<file path="config.mk">
export PLATFORM = sky130hd
export DESIGN_NAME = plcbc_datapath
export DESIGN_NICKNAME = d
export VERILOG_FILES = /design/src/hw/plcbc_pkg.sv /design/src/hw/plcbc_popcount.sv /design/src/hw/plcbc_datapath.sv
export SDC_FILE = /design/constraint.sdc
export NUM_CORES = 1
export LEC_CHECK = 0
export BUFFER_PORTS_ARGS = -buffer_cell sky130_fd_sc_hd__buf_2
export CORE_ASPECT_RATIO = 1.25
export CORE_MARGIN = 5
export CORE_UTILIZATION = 35
export DETAILED_ROUTE_END_ITERATION = 16
export SLEW_MARGIN = 20
export SYNTH_ARGS = -nofsm -noshare
export SYNTH_HDL_FRONTEND = slang
export SYNTH_SLANG_ARGS = --single-unit
</file>
<file path="constraint.sdc">
create_clock -name mclk -period 2.7 [get_ports mclk]
set_clock_uncertainty 0.15 [all_clocks]
set_input_delay 0.54 -clock mclk [delete_from_list [all_inputs] [get_ports mclk]]
set_output_delay 0.54 -clock mclk [all_outputs]
set_load 0.005 [all_outputs]
</file>
<file path="src/hw/plcbc_pkg.sv">
// Behaviour
// - rotate right one bit wraps lsb to msb, carry takes the wrapped bit
// - rotate left one bit wraps msb to lsb, carry takes the wrapped bit
// - rotate right by n into destination, carry from last wrapped bit
// - rotate left by n into destination, carry from last wrapped bit
// - six signed word compares drive rung output when relation holds
// - six double-word compares on upper:lower 32-bit signed operands
// - six unsigned word compares drive rung output when relation holds
// - set turns device on, or loads word register with all ones
// - reset turns device off, or loads word register with zero
// - set-carry forces carry to one, operands untouched
// - clear-carry forces carry to zero, operands untouched
// - encode writes position of highest set bit within 2^n field
// - decode sets only the bit chosen by low n source bits
// - bit count stores number of one bits of source
// - latch on with set input, off with clear input, clear wins
// - counter steps once per count activation only while enabled
// - counter counts up when direction active, down when inactive
package plcbc_pkg;

    localparam int unsigned WORD_W  = 16;
    localparam int unsigned DWORD_W = 32;
    localparam int unsigned SHAM_W  = 4;
    localparam int unsigned FIELD_N_W = 3;
    localparam int unsigned CNT_W   = 5;

    localparam logic [WORD_W-1:0] WORD_ONES = 16'hffff;
    localparam logic [WORD_W-1:0] WORD_ZERO = 16'h0000;

    // instruction codes, decimal numbers held as hex values
    localparam logic [7:0] OP_ROR1    = 8'h4e; // 078
    localparam logic [7:0] OP_ROL1    = 8'h4f; // 079
    localparam logic [7:0] OP_RORN    = 8'h50; // 080
    localparam logic [7:0] OP_ROLN    = 8'h51; // 081
    localparam logic [7:0] OP_CMP_S   = 8'h60; // 096..101
    localparam logic [7:0] OP_CMP_D   = 8'h66; // 102..107
    localparam logic [7:0] OP_CMP_U   = 8'h6c; // 108..113
    localparam logic [7:0] OP_SET     = 8'h72; // 114
    localparam logic [7:0] OP_RST     = 8'h73; // 115
    localparam logic [7:0] OP_CARRY_ON  = 8'h74;
    localparam logic [7:0] OP_CARRY_OFF = 8'h75;
    localparam logic [7:0] OP_ENCODE  = 8'h78; // 120
    localparam logic [7:0] OP_DECODE  = 8'h79; // 121
    localparam logic [7:0] OP_POPCNT  = 8'h7a; // 122
    localparam logic [7:0] OP_FF      = 8'h93; // 147
    localparam logic [7:0] OP_UDC     = 8'h95; // 149
    localparam logic [2:0] CMP_SPAN   = 3'h6;

    // relation index within a compare group
    typedef enum logic [2:0]
    {
        PLCBC_GT,
        PLCBC_GE,
        PLCBC_EQ,
        PLCBC_NE,
        PLCBC_LT,
        PLCBC_LE
    } plcbc_rel_e;

endpackage

</file>
<file path="src/hw/plcbc_popcount.sv">
`timescale 1ns/100ps
`default_nettype none
module plcbc_popcount
#(
    parameter int unsigned W   = 16,
    parameter int unsigned CW  = 5
)
(
    // operand and count
    input  wire logic [W-1:0]  word,
    output logic      [CW-1:0] ones
);
    import plcbc_pkg::*;

    // ===================================================
    // bit count
    // ===================================================
    // sum of ones
    always_comb
    begin
        ones = '0;
        for (int i = 0; i < W; i++)
        begin
            ones = ones + CW'(word[i]);
        end
    end
endmodule
`default_nettype wire

</file>
<file path="src/hw/plcbc_datapath.sv">
`timescale 1ns/100ps
`default_nettype none
module plcbc_datapath
(
    // clock and reset
    input  wire logic                            mclk,
    input  wire logic                            reset_n,
    // instruction issue
    input  wire logic                            op_valid,
    input  wire logic [7:0]                      instruction_code,
    input  wire logic                            rung_in,
    input  wire logic                            operand_is_word,
    // operands
    input  wire logic [plcbc_pkg::WORD_W-1:0]    src_lo,
    input  wire logic [plcbc_pkg::WORD_W-1:0]    src_hi,
    input  wire logic [plcbc_pkg::WORD_W-1:0]    ref_lo,
    input  wire logic [plcbc_pkg::WORD_W-1:0]    ref_hi,
    input  wire logic [plcbc_pkg::SHAM_W-1:0]    rot_count,
    input  wire logic [plcbc_pkg::FIELD_N_W-1:0] field_n,
    // latch and counter inputs
    input  wire logic                            ff_set_in,
    input  wire logic                            ff_clr_in,
    input  wire logic                            cnt_enable,
    input  wire logic                            cnt_pulse_in,
    input  wire logic                            cnt_up,
    // results
    output logic                                 done,
    output logic                                 result_we,
    output logic [plcbc_pkg::WORD_W-1:0]         result_word,
    output logic                                 device_we,
    output logic                                 device_val,
    output logic                                 rung_out,
    output logic                                 carry,
    output logic [plcbc_pkg::WORD_W-1:0]         count_val
);
    import plcbc_pkg::*;

    // ===================================================
    // state
    // ===================================================
    typedef struct packed
    {
        logic              done;
        logic              result_we;
        logic [WORD_W-1:0] result_word;
        logic              device_we;
        logic              device_val;
        logic              rung_out;
        logic              carry;
        logic [WORD_W-1:0] count_val;
        logic              pulse_prev;
    } plcbc_state_s;

    plcbc_state_s st_q;
    plcbc_state_s st_d;

    // ===================================================
    // combinational helpers
    // ===================================================
    logic [CNT_W-1:0]  pop_ones;
    logic [WORD_W-1:0] ror_n;
    logic [WORD_W-1:0] rol_n;
    logic [WORD_W-1:0] top_bit_pos;
    logic [WORD_W-1:0] one_hot_word;
    logic [WORD_W-1:0] field_mask;
    logic              rel_gt;
    logic              rel_eq;
    logic              rel_lt;
    logic [2:0]        rel_idx;
    logic              rel_hit;
    logic [DWORD_W-1:0] d_a;
    logic [DWORD_W-1:0] d_b;

    plcbc_popcount
    #(
        .W  (WORD_W),
        .CW (CNT_W)
    )
    i_plcbc_popcount
    (
        .word (src_lo),
        .ones (pop_ones)
    );

    assign d_a = {src_hi, src_lo};
    assign d_b = {ref_hi, ref_lo};

    // rotations by n, doubled word trick avoids a barrel mux tree
    always_comb
    begin
        ror_n = WORD_W'({src_lo, src_lo} >> rot_count);
        rol_n = WORD_W'(({src_lo, src_lo} << rot_count) >> WORD_W);
    end

    // field mask for 2^n bits, limited to one word
    always_comb
    begin
        field_mask = WORD_ZERO;
        for (int i = 0; i < WORD_W; i++)
        begin
            if (i < (1 << field_n))
            begin
                field_mask[i] = 1'b1;
            end
        end
    end

    always_comb
    begin
        top_bit_pos = WORD_ZERO;
        for (int i = 0; i < WORD_W; i++)
        begin
            if (src_lo[i] && field_mask[i])
            begin
                top_bit_pos = WORD_W'(i);
            end
        end
    end

    always_comb
    begin
        one_hot_word = WORD_ZERO;
        for (int i = 0; i < WORD_W; i++)
        begin
            // only the low n source bits pick the position
            if ((WORD_W'(i) == (src_lo & WORD_W'((1 << field_n) - 1)))
                && field_mask[i])
            begin
                one_hot_word[i] = 1'b1;
            end
        end
    end

    // relations per compare group
    always_comb
    begin
        rel_gt  = 1'b0;
        rel_eq  = 1'b0;
        rel_lt  = 1'b0;
        rel_idx = 3'h0;
        if (instruction_code >= OP_CMP_U)
        begin
            rel_gt  = src_lo > ref_lo;
            rel_lt  = src_lo < ref_lo;
            rel_eq  = src_lo == ref_lo;
            rel_idx = 3'(instruction_code - OP_CMP_U);
        end
        else if (instruction_code >= OP_CMP_D)
        begin
            rel_gt  = $signed(d_a) > $signed(d_b);
            rel_lt  = $signed(d_a) < $signed(d_b);
            rel_eq  = d_a == d_b;
            rel_idx = 3'(instruction_code - OP_CMP_D);
        end
        else
        begin
            rel_gt  = $signed(src_lo) > $signed(ref_lo);
            rel_lt  = $signed(src_lo) < $signed(ref_lo);
            rel_eq  = src_lo == ref_lo;
            rel_idx = 3'(instruction_code - OP_CMP_S);
        end
    end

    // pick relation by index
    always_comb
    begin
        case (plcbc_rel_e'(rel_idx))
            PLCBC_GT: rel_hit = rel_gt;
            PLCBC_GE: rel_hit = rel_gt | rel_eq;
            PLCBC_EQ: rel_hit = rel_eq;
            PLCBC_NE: rel_hit = !rel_eq;
            PLCBC_LT: rel_hit = rel_lt;
            PLCBC_LE: rel_hit = rel_lt | rel_eq;
            default:  rel_hit = 1'b0;
        endcase
    end

    // ===================================================
    // next state
    // ===================================================
    always_comb
    begin
        st_d           = st_q;
        st_d.done      = 1'b0;
        st_d.result_we = 1'b0;
        st_d.device_we = 1'b0;
        if (op_valid)
        begin
            st_d.done = 1'b1;
            if (instruction_code == OP_ROR1)
            begin
                st_d.result_we   = 1'b1;
                st_d.result_word = {src_lo[0], src_lo[WORD_W-1:1]};
                st_d.carry       = src_lo[0];
            end
            else if (instruction_code == OP_ROL1)
            begin
                st_d.result_we   = 1'b1;
                st_d.result_word = {src_lo[WORD_W-2:0], src_lo[WORD_W-1]};
                st_d.carry       = src_lo[WORD_W-1];
            end
            else if (instruction_code == OP_RORN)
            begin
                st_d.result_we   = 1'b1;
                st_d.result_word = ror_n;
                if (rot_count != '0)
                begin
                    st_d.carry = ror_n[WORD_W-1];
                end
            end
            else if (instruction_code == OP_ROLN)
            begin
                st_d.result_we   = 1'b1;
                st_d.result_word = rol_n;
                if (rot_count != '0)
                begin
                    st_d.carry = rol_n[0];
                end
            end
            else if (instruction_code >= OP_CMP_S
                     && instruction_code < OP_CMP_U + 8'(CMP_SPAN))
            begin
                st_d.rung_out = rung_in & rel_hit;
            end
            else if (instruction_code == OP_SET)
            begin
                st_d.result_we   = operand_is_word;
                st_d.device_we   = !operand_is_word;
                st_d.device_val  = 1'b1;
                st_d.result_word = WORD_ONES;
            end
            else if (instruction_code == OP_RST)
            begin
                st_d.result_we   = operand_is_word;
                st_d.device_we   = !operand_is_word;
                st_d.device_val  = 1'b0;
                st_d.result_word = WORD_ZERO;
            end
            else if (instruction_code == OP_CARRY_ON)
            begin
                st_d.carry = 1'b1;
            end
            else if (instruction_code == OP_CARRY_OFF)
            begin
                st_d.carry = 1'b0;
            end
            else if (instruction_code == OP_ENCODE)
            begin
                st_d.result_we   = 1'b1;
                st_d.result_word = top_bit_pos;
            end
            else if (instruction_code == OP_DECODE)
            begin
                st_d.result_we   = 1'b1;
                st_d.result_word = one_hot_word;
            end
            else if (instruction_code == OP_POPCNT)
            begin
                st_d.result_we   = 1'b1;
                st_d.result_word = WORD_W'(pop_ones);
            end
            else if (instruction_code == OP_FF)
            begin
                st_d.device_we = ff_set_in | ff_clr_in;
                if (ff_clr_in)
                begin
                    st_d.device_val = 1'b0;
                end
                else if (ff_set_in)
                begin
                    st_d.device_val = 1'b1;
                end
                st_d.rung_out = st_d.device_val;
            end
            else if (instruction_code == OP_UDC)
            begin
                st_d.pulse_prev = cnt_pulse_in;
                if (cnt_enable && cnt_pulse_in && !st_q.pulse_prev)
                begin
                    if (cnt_up)
                    begin
                        st_d.count_val = st_q.count_val + 16'h0001;
                    end
                    else
                    begin
                        st_d.count_val = st_q.count_val - 16'h0001;
                    end
                end
            end
        end
    end

    // ===================================================
    // registers
    // ===================================================
    always_ff @(posedge mclk or negedge reset_n)
    begin
        if (!reset_n)
        begin
            st_q <= '0;
        end
        else
        begin
            st_q <= st_d;
        end
    end

    assign done        = st_q.done;
    assign result_we   = st_q.result_we;
    assign result_word = st_q.result_word;
    assign device_we   = st_q.device_we;
    assign device_val  = st_q.device_val;
    assign rung_out    = st_q.rung_out;
    assign carry       = st_q.carry;
    assign count_val   = st_q.count_val;
endmodule
`default_nettype wire

</file>
# After elaboration in Yosys (flattened, before gate mapping)

Cells that the tools add are included.
W data, S select, Z words.

Bits in registers: 39

Add/subtract/negate cells: 21
Multiplexer cells: 104
$lt $le $gt $ge: 26
Reduce and logical (&&, ||, !) cells: 50
Bitwise gates (word level): 18
Eq/ne operators: 54
Shift operators: 3

Operators by type and width:

| cell                   | number |
|---|---|
| $mux W17               | 18 |
| $lt A5 B32 Y1 const A  | 8 |
| $mux W16               | 16 |
| $eq A4 B16 Y1 const A  | 8 |
| $lt A4 B32 Y1 const A  | 4 |
| $mux W19               | 5 |
| $eq A8 B7 Y1 const B   | 11 |
| $add A5 B1 Y5          | 14 |
| $eq A3 B16 Y1 const A  | 4 |
| $lt A3 B32 Y1 const A  | 2 |
| $mux W1                | 50 |
| $mux W20               | 2 |
| $mux W39               | 1 |
| $logic_and A1 B1 Y1    | 34 |
| $eq A2 B16 Y1 const A  | 2 |
| $eq A32 B32 Y1         | 1 |
| $gt A16 B16 Y1         | 2 |
| $gt A32 B32 Y1         | 1 |
| $lt A1 B32 Y1 const A  | 1 |
| $lt A16 B16 Y1         | 2 |
| $lt A2 B32 Y1 const A  | 1 |
| $lt A32 B32 Y1         | 1 |
| $shl A1 B3 Y32 const A | 1 |
| $shl A32 B4 Y32        | 1 |
| 42 further kinds       | 86 |

# Logic depth before layout (Yosys ltp)

Depth in word-level cells: 30
Depth in mapped cells: 18
Mapped depth without buffers: 18

# Cells and area by module

Synthesis repeated with hierarchy kept, for this count alone.

Cells, all modules: 837
Area, all modules: 6886.6 µm²

Modules (own cells, without submodules):

| module         | instances | cells each | seq. area each (µm²) | area an instance (µm²) |
|---|---|---|---|---|
| plcbc_datapath | 1         | 785        | 975.9                | 6404.9 |
| plcbc_popcount | 1         | 52         | 0.0                  | 481.7 |

# Worst setup path after synthesis

Ideal clock, no wire load.

Path kind: input port to flip-flop
Start: input src_lo[2] in the netlist's numbering
End: register st_q (netlist bit result_word[2])
Cell stages on the path: 15
Library setup time: 0.134 ns
Data arrival time: 4.153 ns
Slack: -1.737 ns
Data required time: 2.416 ns
Buffers on the path: 1
Cell sequence: clkbuf_1 -> inv_1 -> fa_1 -> fa_1 -> fa_1 -> fa_1 -> fa_1 -> inv_1 -> fa_1 -> xnor2_1 -> a21oi_1 -> a31oi_1 -> o21ai_1 -> a21boi_0 -> o211ai_1

Word-level cells in the longest chain between the ends: 26
Elaborated cells on any way between the ends: 32
Classes of those cells: add/sub (14); eq/ne (1); shift (2); mux (13); bitwise (1); reduce/logical (1)

Ends and longest elaborated chain:

| what                        | line                  | text |
|---|---|---|
| from (decl)                 | plcbc_datapath.sv:14  | `input wire logic [plcbc_pkg::WORD_W-1:0] src_lo,` |
| $add A5 B1 Y5 (14 in a row) | plcbc_popcount.sv:24  | `ones = ones + CW'(word[i]);` |
| $mux W17                    | plcbc_datapath.sv:257 | `else if (instruction_code == OP_POPCNT)` |
| $mux W17                    | plcbc_datapath.sv:252 | `else if (instruction_code == OP_DECODE)` |
| $mux W17                    | plcbc_datapath.sv:247 | `else if (instruction_code == OP_ENCODE)` |
| $mux W20                    | plcbc_datapath.sv:243 | `else if (instruction_code == OP_CARRY_OFF)` |
| $mux W20                    | plcbc_datapath.sv:239 | `else if (instruction_code == OP_CARRY_ON)` |
| $mux W19                    | plcbc_datapath.sv:232 | `else if (instruction_code == OP_RST)` |
| $mux W19                    | plcbc_datapath.sv:225 | `else if (instruction_code == OP_SET)` |
| $mux W19                    | plcbc_datapath.sv:220 | `else if (instruction_code >= OP_CMP_S` |
| $mux W17                    | plcbc_datapath.sv:211 | `else if (instruction_code == OP_ROLN)` |
| $mux W17 *                  | plcbc_datapath.sv:202 | `else if (instruction_code == OP_RORN)` |
| $mux W17 *                  | plcbc_datapath.sv:196 | `else if (instruction_code == OP_ROL1)` |
| $mux W17 *                  | plcbc_datapath.sv:190 | `if (instruction_code == OP_ROR1)` |
| to (signal assigned)        | plcbc_datapath.sv:304 | `st_q <= st_d;` |
| to (decl)                   | plcbc_datapath.sv:54  | `plcbc_state_s st_q;` |

Every way passes the cells marked *; elsewhere a longest branch is shown, timed or not. The select of a mux whose other input is x is not followed.
A chain may end at the register's enable or synchronous reset.

# Worst setup path in the final report

Start: input src_lo[1] in the netlist's numbering
End: register st_q (netlist bit result_word[3])

Word-level cells in the longest chain between the ends: 27
Elaborated cells on any way between the ends: 33
Classes of those cells: add/sub (15); eq/ne (1); shift (2); mux (13); bitwise (1); reduce/logical (1)

Ends and longest elaborated chain:

| what                        | line |
|---|---|
| $add A1 B1 Y2               | plcbc_popcount.sv:24 |
| $add A5 B1 Y5 (14 in a row) | plcbc_popcount.sv:24 |
| $mux W17                    | plcbc_datapath.sv:257 |
| $mux W17                    | plcbc_datapath.sv:252 |
| $mux W17                    | plcbc_datapath.sv:247 |
| $mux W20                    | plcbc_datapath.sv:243 |
| $mux W20                    | plcbc_datapath.sv:239 |
| $mux W19                    | plcbc_datapath.sv:232 |
| $mux W19                    | plcbc_datapath.sv:225 |
| $mux W19                    | plcbc_datapath.sv:220 |
| $mux W17                    | plcbc_datapath.sv:211 |
| $mux W17 *                  | plcbc_datapath.sv:202 |
| $mux W17 *                  | plcbc_datapath.sv:196 |
| $mux W17 *                  | plcbc_datapath.sv:190 |

Marks and branches as above.

==> insert_results.sql <==
INSERT INTO impl_metrics (metric_group, metric, value, unit) VALUES
('status', 'status', 'complete, but fails checks', ''),
('status', 'violations', 'negative setup slack', ''),
('sta', 'hold_viol_final', '0', ''),
('synthesis', 'ys_top_cells_by_count', 'sky130_fd_sc_hd__inv_1 (66), sky130_fd_sc_hd__mux4_2 (64), sky130_fd_sc_hd__nand2_1 (64)', ''),
('worst_setup_path', 'path_class', 'in2reg', ''),
('placed_design', 'placed_cells', '1184', ''),
('synthesis', 'synth_most_common_cell', 'sky130_fd_sc_hd__inv_1', ''),
('clock_network', 'htree_levels', '2', ''),
('synthesis', 'postSynth.asyncResetShare', '1.00', ''),
('synthesis', 'synth.area.top_cells', 'sky130_fd_sc_hd__mux4_2 (22%), sky130_fd_sc_hd__dfrtp_1 (15%), sky130_fd_sc_hd__ha_1 (10%)', ''),
('clock_network', 'worstSkewPairLatency', '0.28', 'ns'),
('cells_and_area', 'final.fill_count', '1784', ''),
('placed_design', 'dp_worst_setup_slack', '-1.79', 'ns'),
('grt', 'grt_antenna_before_repair', '0', ''),
('sta', 'final_min_period_over_clock_period', '1.54', ''),
('run', 'cap_viol_max_count', '0', ''),
('sta', 'setup_repair_after_global_routing_missed_its_margin', 'true', ''),
('worst_setup_path', 'cp_common_cell', 'sky130_fd_sc_hd__fa_1', ''),
('power', 'power.leakage', '4.18', 'nW'),
('synthesis', 'yosys_warnings', '0', ''),
('cells_and_area', 'syn2layout_area_growth', '33.2', '%'),
('worst_hold_path', 'worst_hold_path_type', 'in2reg', ''),
('sta', 'final-max-slew-violation-count', '0', ''),
('worst_setup_path', 'worst_path_dominant_cell_family', 'adder cells', ''),
('worst_setup_path', 'reg2regPathDepth', '10', ''),
('clock_network', 'clock_tree.root_cell', 'sky130_fd_sc_hd__clkbuf_16', ''),
('sta', 'max_freq', '240', 'MHz'),
('synthesis', 'mappedNetlistArea', '0.00665', 'sq mm'),
('routing', 'via_count', '6676', ''),
('worst_setup_path', 'critical-path-slowest-cell', 'sky130_fd_sc_hd__fa_1', ''),
('synthesis', 'ys_types', '78', ''),
('clock_network', 'numCtsBuffers', '5', ''),
('power', 'fin_total_pwr', '0.00277', 'W'),
('power', 'power.density_cell_area', '313', 'mW/mm^2'),
('clock_network', 'ctsLongestPathBuffers', '2', ''),
('sta', 'final_period_minus_worst_setup_slack', '4.16', 'ns'),
('cells_and_area', 'stdcell_count', '1195', ''),
('synthesis', 'synth_top_area_frac', '0.217', ''),
('worst_setup_path', 'worst_reg2reg_path_startpoint', 'count_val[1]', ''),
('routing', 'route.final.wire_length', '21400', 'microns'),
('sta', 'timing_worst_slew_pin_value', '0.551', 'ns'),
('worst_setup_path', 'critical_path_rt', '2.72', 'ns'),
('synthesis', 'synth_edf_count', '0', ''),
('placed_design', 'port_buffers', '126', ''),
('grt', 'first_global_vias', '6724', ''),
('grt', 'maximum_number_of_pins_on_one_net_before_global_route_repair', '30', ''),
('synthesis', 'synth_sequential_area_ratio', '0.147', ''),
('synthesis', 'synth_flop_cell', 'sky130_fd_sc_hd__dfrtp_1', ''),
('worst_setup_path', 'worst-path-max-fanout', '2', ''),
('routing', 'route.detailed.drc', '0', ''),
('synthesis', 'post_synth_inst_count', '739', ''),
('worst_setup_path', 'startpoint_type', 'input pin', ''),
('routing', 'drt_iter0_markers', '360', ''),
('placed_design', 'place.gp.congestion', '0.945', ''),
('clock_network', 'cts_sinks', '39', ''),
('sta', 'slew-limit-headroom', '0.628', ''),
('power', 'ir_worst_vdd', '0.188', 'mV'),
('die', 'chipWidth', '133', 'microns'),
('grt', 'groute.usage.overall', '0.194', ''),
('routing', 'route.detailed.wl_per_inst', '17.9', 'microns'),
('routing', 'routed_via_density', '5.59', ''),
('clock_network', 'clock_tree_from_tritoncts', 'built', ''),
('worst_setup_path', 'cp_data_arrival_time', '4.19', 'ns'),
('cells_and_area', 'fin_nets', '1116', ''),
('clock_network', 'worst_setup_hold_path_clk_slew', '0.07', 'ns'),
('sta', 'finalSetupViolCount', '6', ''),
('synthesis', 'seq_cells_post_synth', '39', ''),
('worst_hold_path', 'min_to', 'done', ''),
('worst_setup_path', 'path_cells', 'buf_6, ha_4, inv_2, fa_1, fa_2, fa_1, fa_1, inv_1, ha_1, a21o_1, a21oi_2, xor2_1, a21oi_1, a31oi_1, o21ai_0, a21oi_1, o21ai_1', ''),
('sta', 'worst_slack', '-1.46', 'ns'),
('worst_setup_path', 'r2r-end', 'count_val[14]', '');
-- flip-flops by register name (all words and copies together), names as in the netlist --
signal       cells
device_we        1
result_word     16
carry            1
rung_out         1
done             1
st_q             1
device_val       1
count_val       16
result_we        1
-- per-stage QoR --
| step | area [sq um] | setup TNS (ns) |
|---|---|---|
| after global routing | 8850 | -7.92 |
| after CTS | 8700 | -7.11 |
| after global placement | 8510 | -12.41 |
| after detailed placement | 8510 | -12.89 |
| after floorplan | 6770 | -7.74 |
| final | 8850 | -7.17 |
-- worst reg2reg max path, stage by stage (launching register included) --
cell and delay (ns):
sky130_fd_sc_hd__dfrtp_1 0.42, sky130_fd_sc_hd__fa_2 0.41, sky130_fd_sc_hd__a21o_1 0.19, sky130_fd_sc_hd__a21oi_2 0.16, sky130_fd_sc_hd__nor2b_1 0.06, sky130_fd_sc_hd__o21a_1 0.18, sky130_fd_sc_hd__o41a_1 0.42, sky130_fd_sc_hd__a211oi_2 0.22
sky130_fd_sc_hd__o31ai_2 0.10, sky130_fd_sc_hd__xnor2_1 0.14, sky130_fd_sc_hd__o21ai_1 0.07
-- per-layer routing --
layer	vias up	track usage	share of wire
met4	0	0.0575	0.028
met2	243	0.362	0.52
met5	-	0	0
met1	3188	0.231	0.39
met3	40	0.0282	0.061
li1	3205	-	-
-- cell families (layout without fill, tap and decap cells) --
logic type / after synthesis / after routing / synth area share
AOI/OAI and AO/OA: 218 / 218 / 0.219
buffers and inverters: 150 / 374 / 0.112
DFF: 39 / 39 / 0.147
adders and majority gates: 65 / 65 / 0.135
xor gates and xnor gates: 17 / 17 / 0.0252
and+or+nand+nor: 180 / 180 / 0.135
muxes: 70 / 70 / 0.227
-- how the worst max path moves through the flow --
stage / start / endpoint / slack, ns / cells past startpoint
floorplan: src_lo[1] / result_word[3] / -1.51 / 16
global placement: src_lo[1] / result_word[3] / -1.73 / 17
detailed placement: src_lo[1] / result_word[3] / -1.79 / 17
CTS: src_lo[1] / result_word[3] / -1.42 / 17
global route: src_lo[1] / result_word[3] / -1.55 / 17
finish: src_lo[1] / result_word[3] / -1.46 / 17
-- repair_timing --
item,in CTS,in global routing
endpoints found under the setup margin,7,14
cloned,0,0
setup buffers,0,2
hold buffers,1,0
resized for setup,8,31
endpoints found under the hold margin,10,0
pin swaps,6,10
-- final cells by class --
type / count / area, sq um / area share
inverters: 67 / 255 / 0.0288
flip-flops and latches: 39 / 976 / 0.110
repair buffers: 299 / 2040 / 0.230
clock inverters: 3 / 20.0 / 0.00226
multi-input cells: 550 / 5150 / 0.582
well taps: 232 / 290 / 0.0328
clock buffers: 5 / 125 / 0.0141
-- power by group --
group | leakage (nW) | switching [W] | internal, W
Combinational | 3.58 | 0.000706 | 0.000794
Sequential | 0.527 | 0.0000327 | 0.000634
Clock | 0.0658 | 0.000262 | 0.000341
Total | 4.18 | 0.00100 | 0.00177
-- cell usage in the layout (no fill, tap or decap), types with 5 or more instances in the layout --
master	synthesis	routed
sky130_fd_sc_hd__a21oi_2	1	9
sky130_fd_sc_hd__or3_1	5	5
sky130_fd_sc_hd__a221o_1	7	7
sky130_fd_sc_hd__a21o_1	9	9
sky130_fd_sc_hd__ha_4	0	6
sky130_fd_sc_hd__inv_1	66	60
sky130_fd_sc_hd__xnor2_1	11	10
sky130_fd_sc_hd__nor2_1	42	42
sky130_fd_sc_hd__o21ai_1	9	15
sky130_fd_sc_hd__a211o_1	6	6
sky130_fd_sc_hd__fa_1	11	7
sky130_fd_sc_hd__o22ai_1	6	6
sky130_fd_sc_hd__mux4_2	64	64
sky130_fd_sc_hd__buf_4	38	163
sky130_fd_sc_hd__o21ai_0	56	48
sky130_fd_sc_hd__o21a_1	7	7
sky130_fd_sc_hd__xor2_1	5	5
sky130_fd_sc_hd__and3_1	7	7
sky130_fd_sc_hd__a21oi_1	36	28
sky130_fd_sc_hd__a31oi_1	12	12
sky130_fd_sc_hd__ha_1	54	47
sky130_fd_sc_hd__clkbuf_16	0	5
sky130_fd_sc_hd__buf_6	2	6
sky130_fd_sc_hd__nand3_1	10	10
sky130_fd_sc_hd__nand2b_1	5	5
sky130_fd_sc_hd__a22oi_1	17	13
sky130_fd_sc_hd__buf_12	0	5
sky130_fd_sc_hd__nor2b_1	6	6
sky130_fd_sc_hd__nand4_1	9	9
sky130_fd_sc_hd__inv_2	0	5
sky130_fd_sc_hd__dfrtp_1	39	39
sky130_fd_sc_hd__nand2_1	64	64
sky130_fd_sc_hd__nor3_1	7	6
sky130_fd_sc_hd__buf_2	18	121
sky130_fd_sc_hd__o31ai_1	13	10
(Power assumes the default switching activity.)
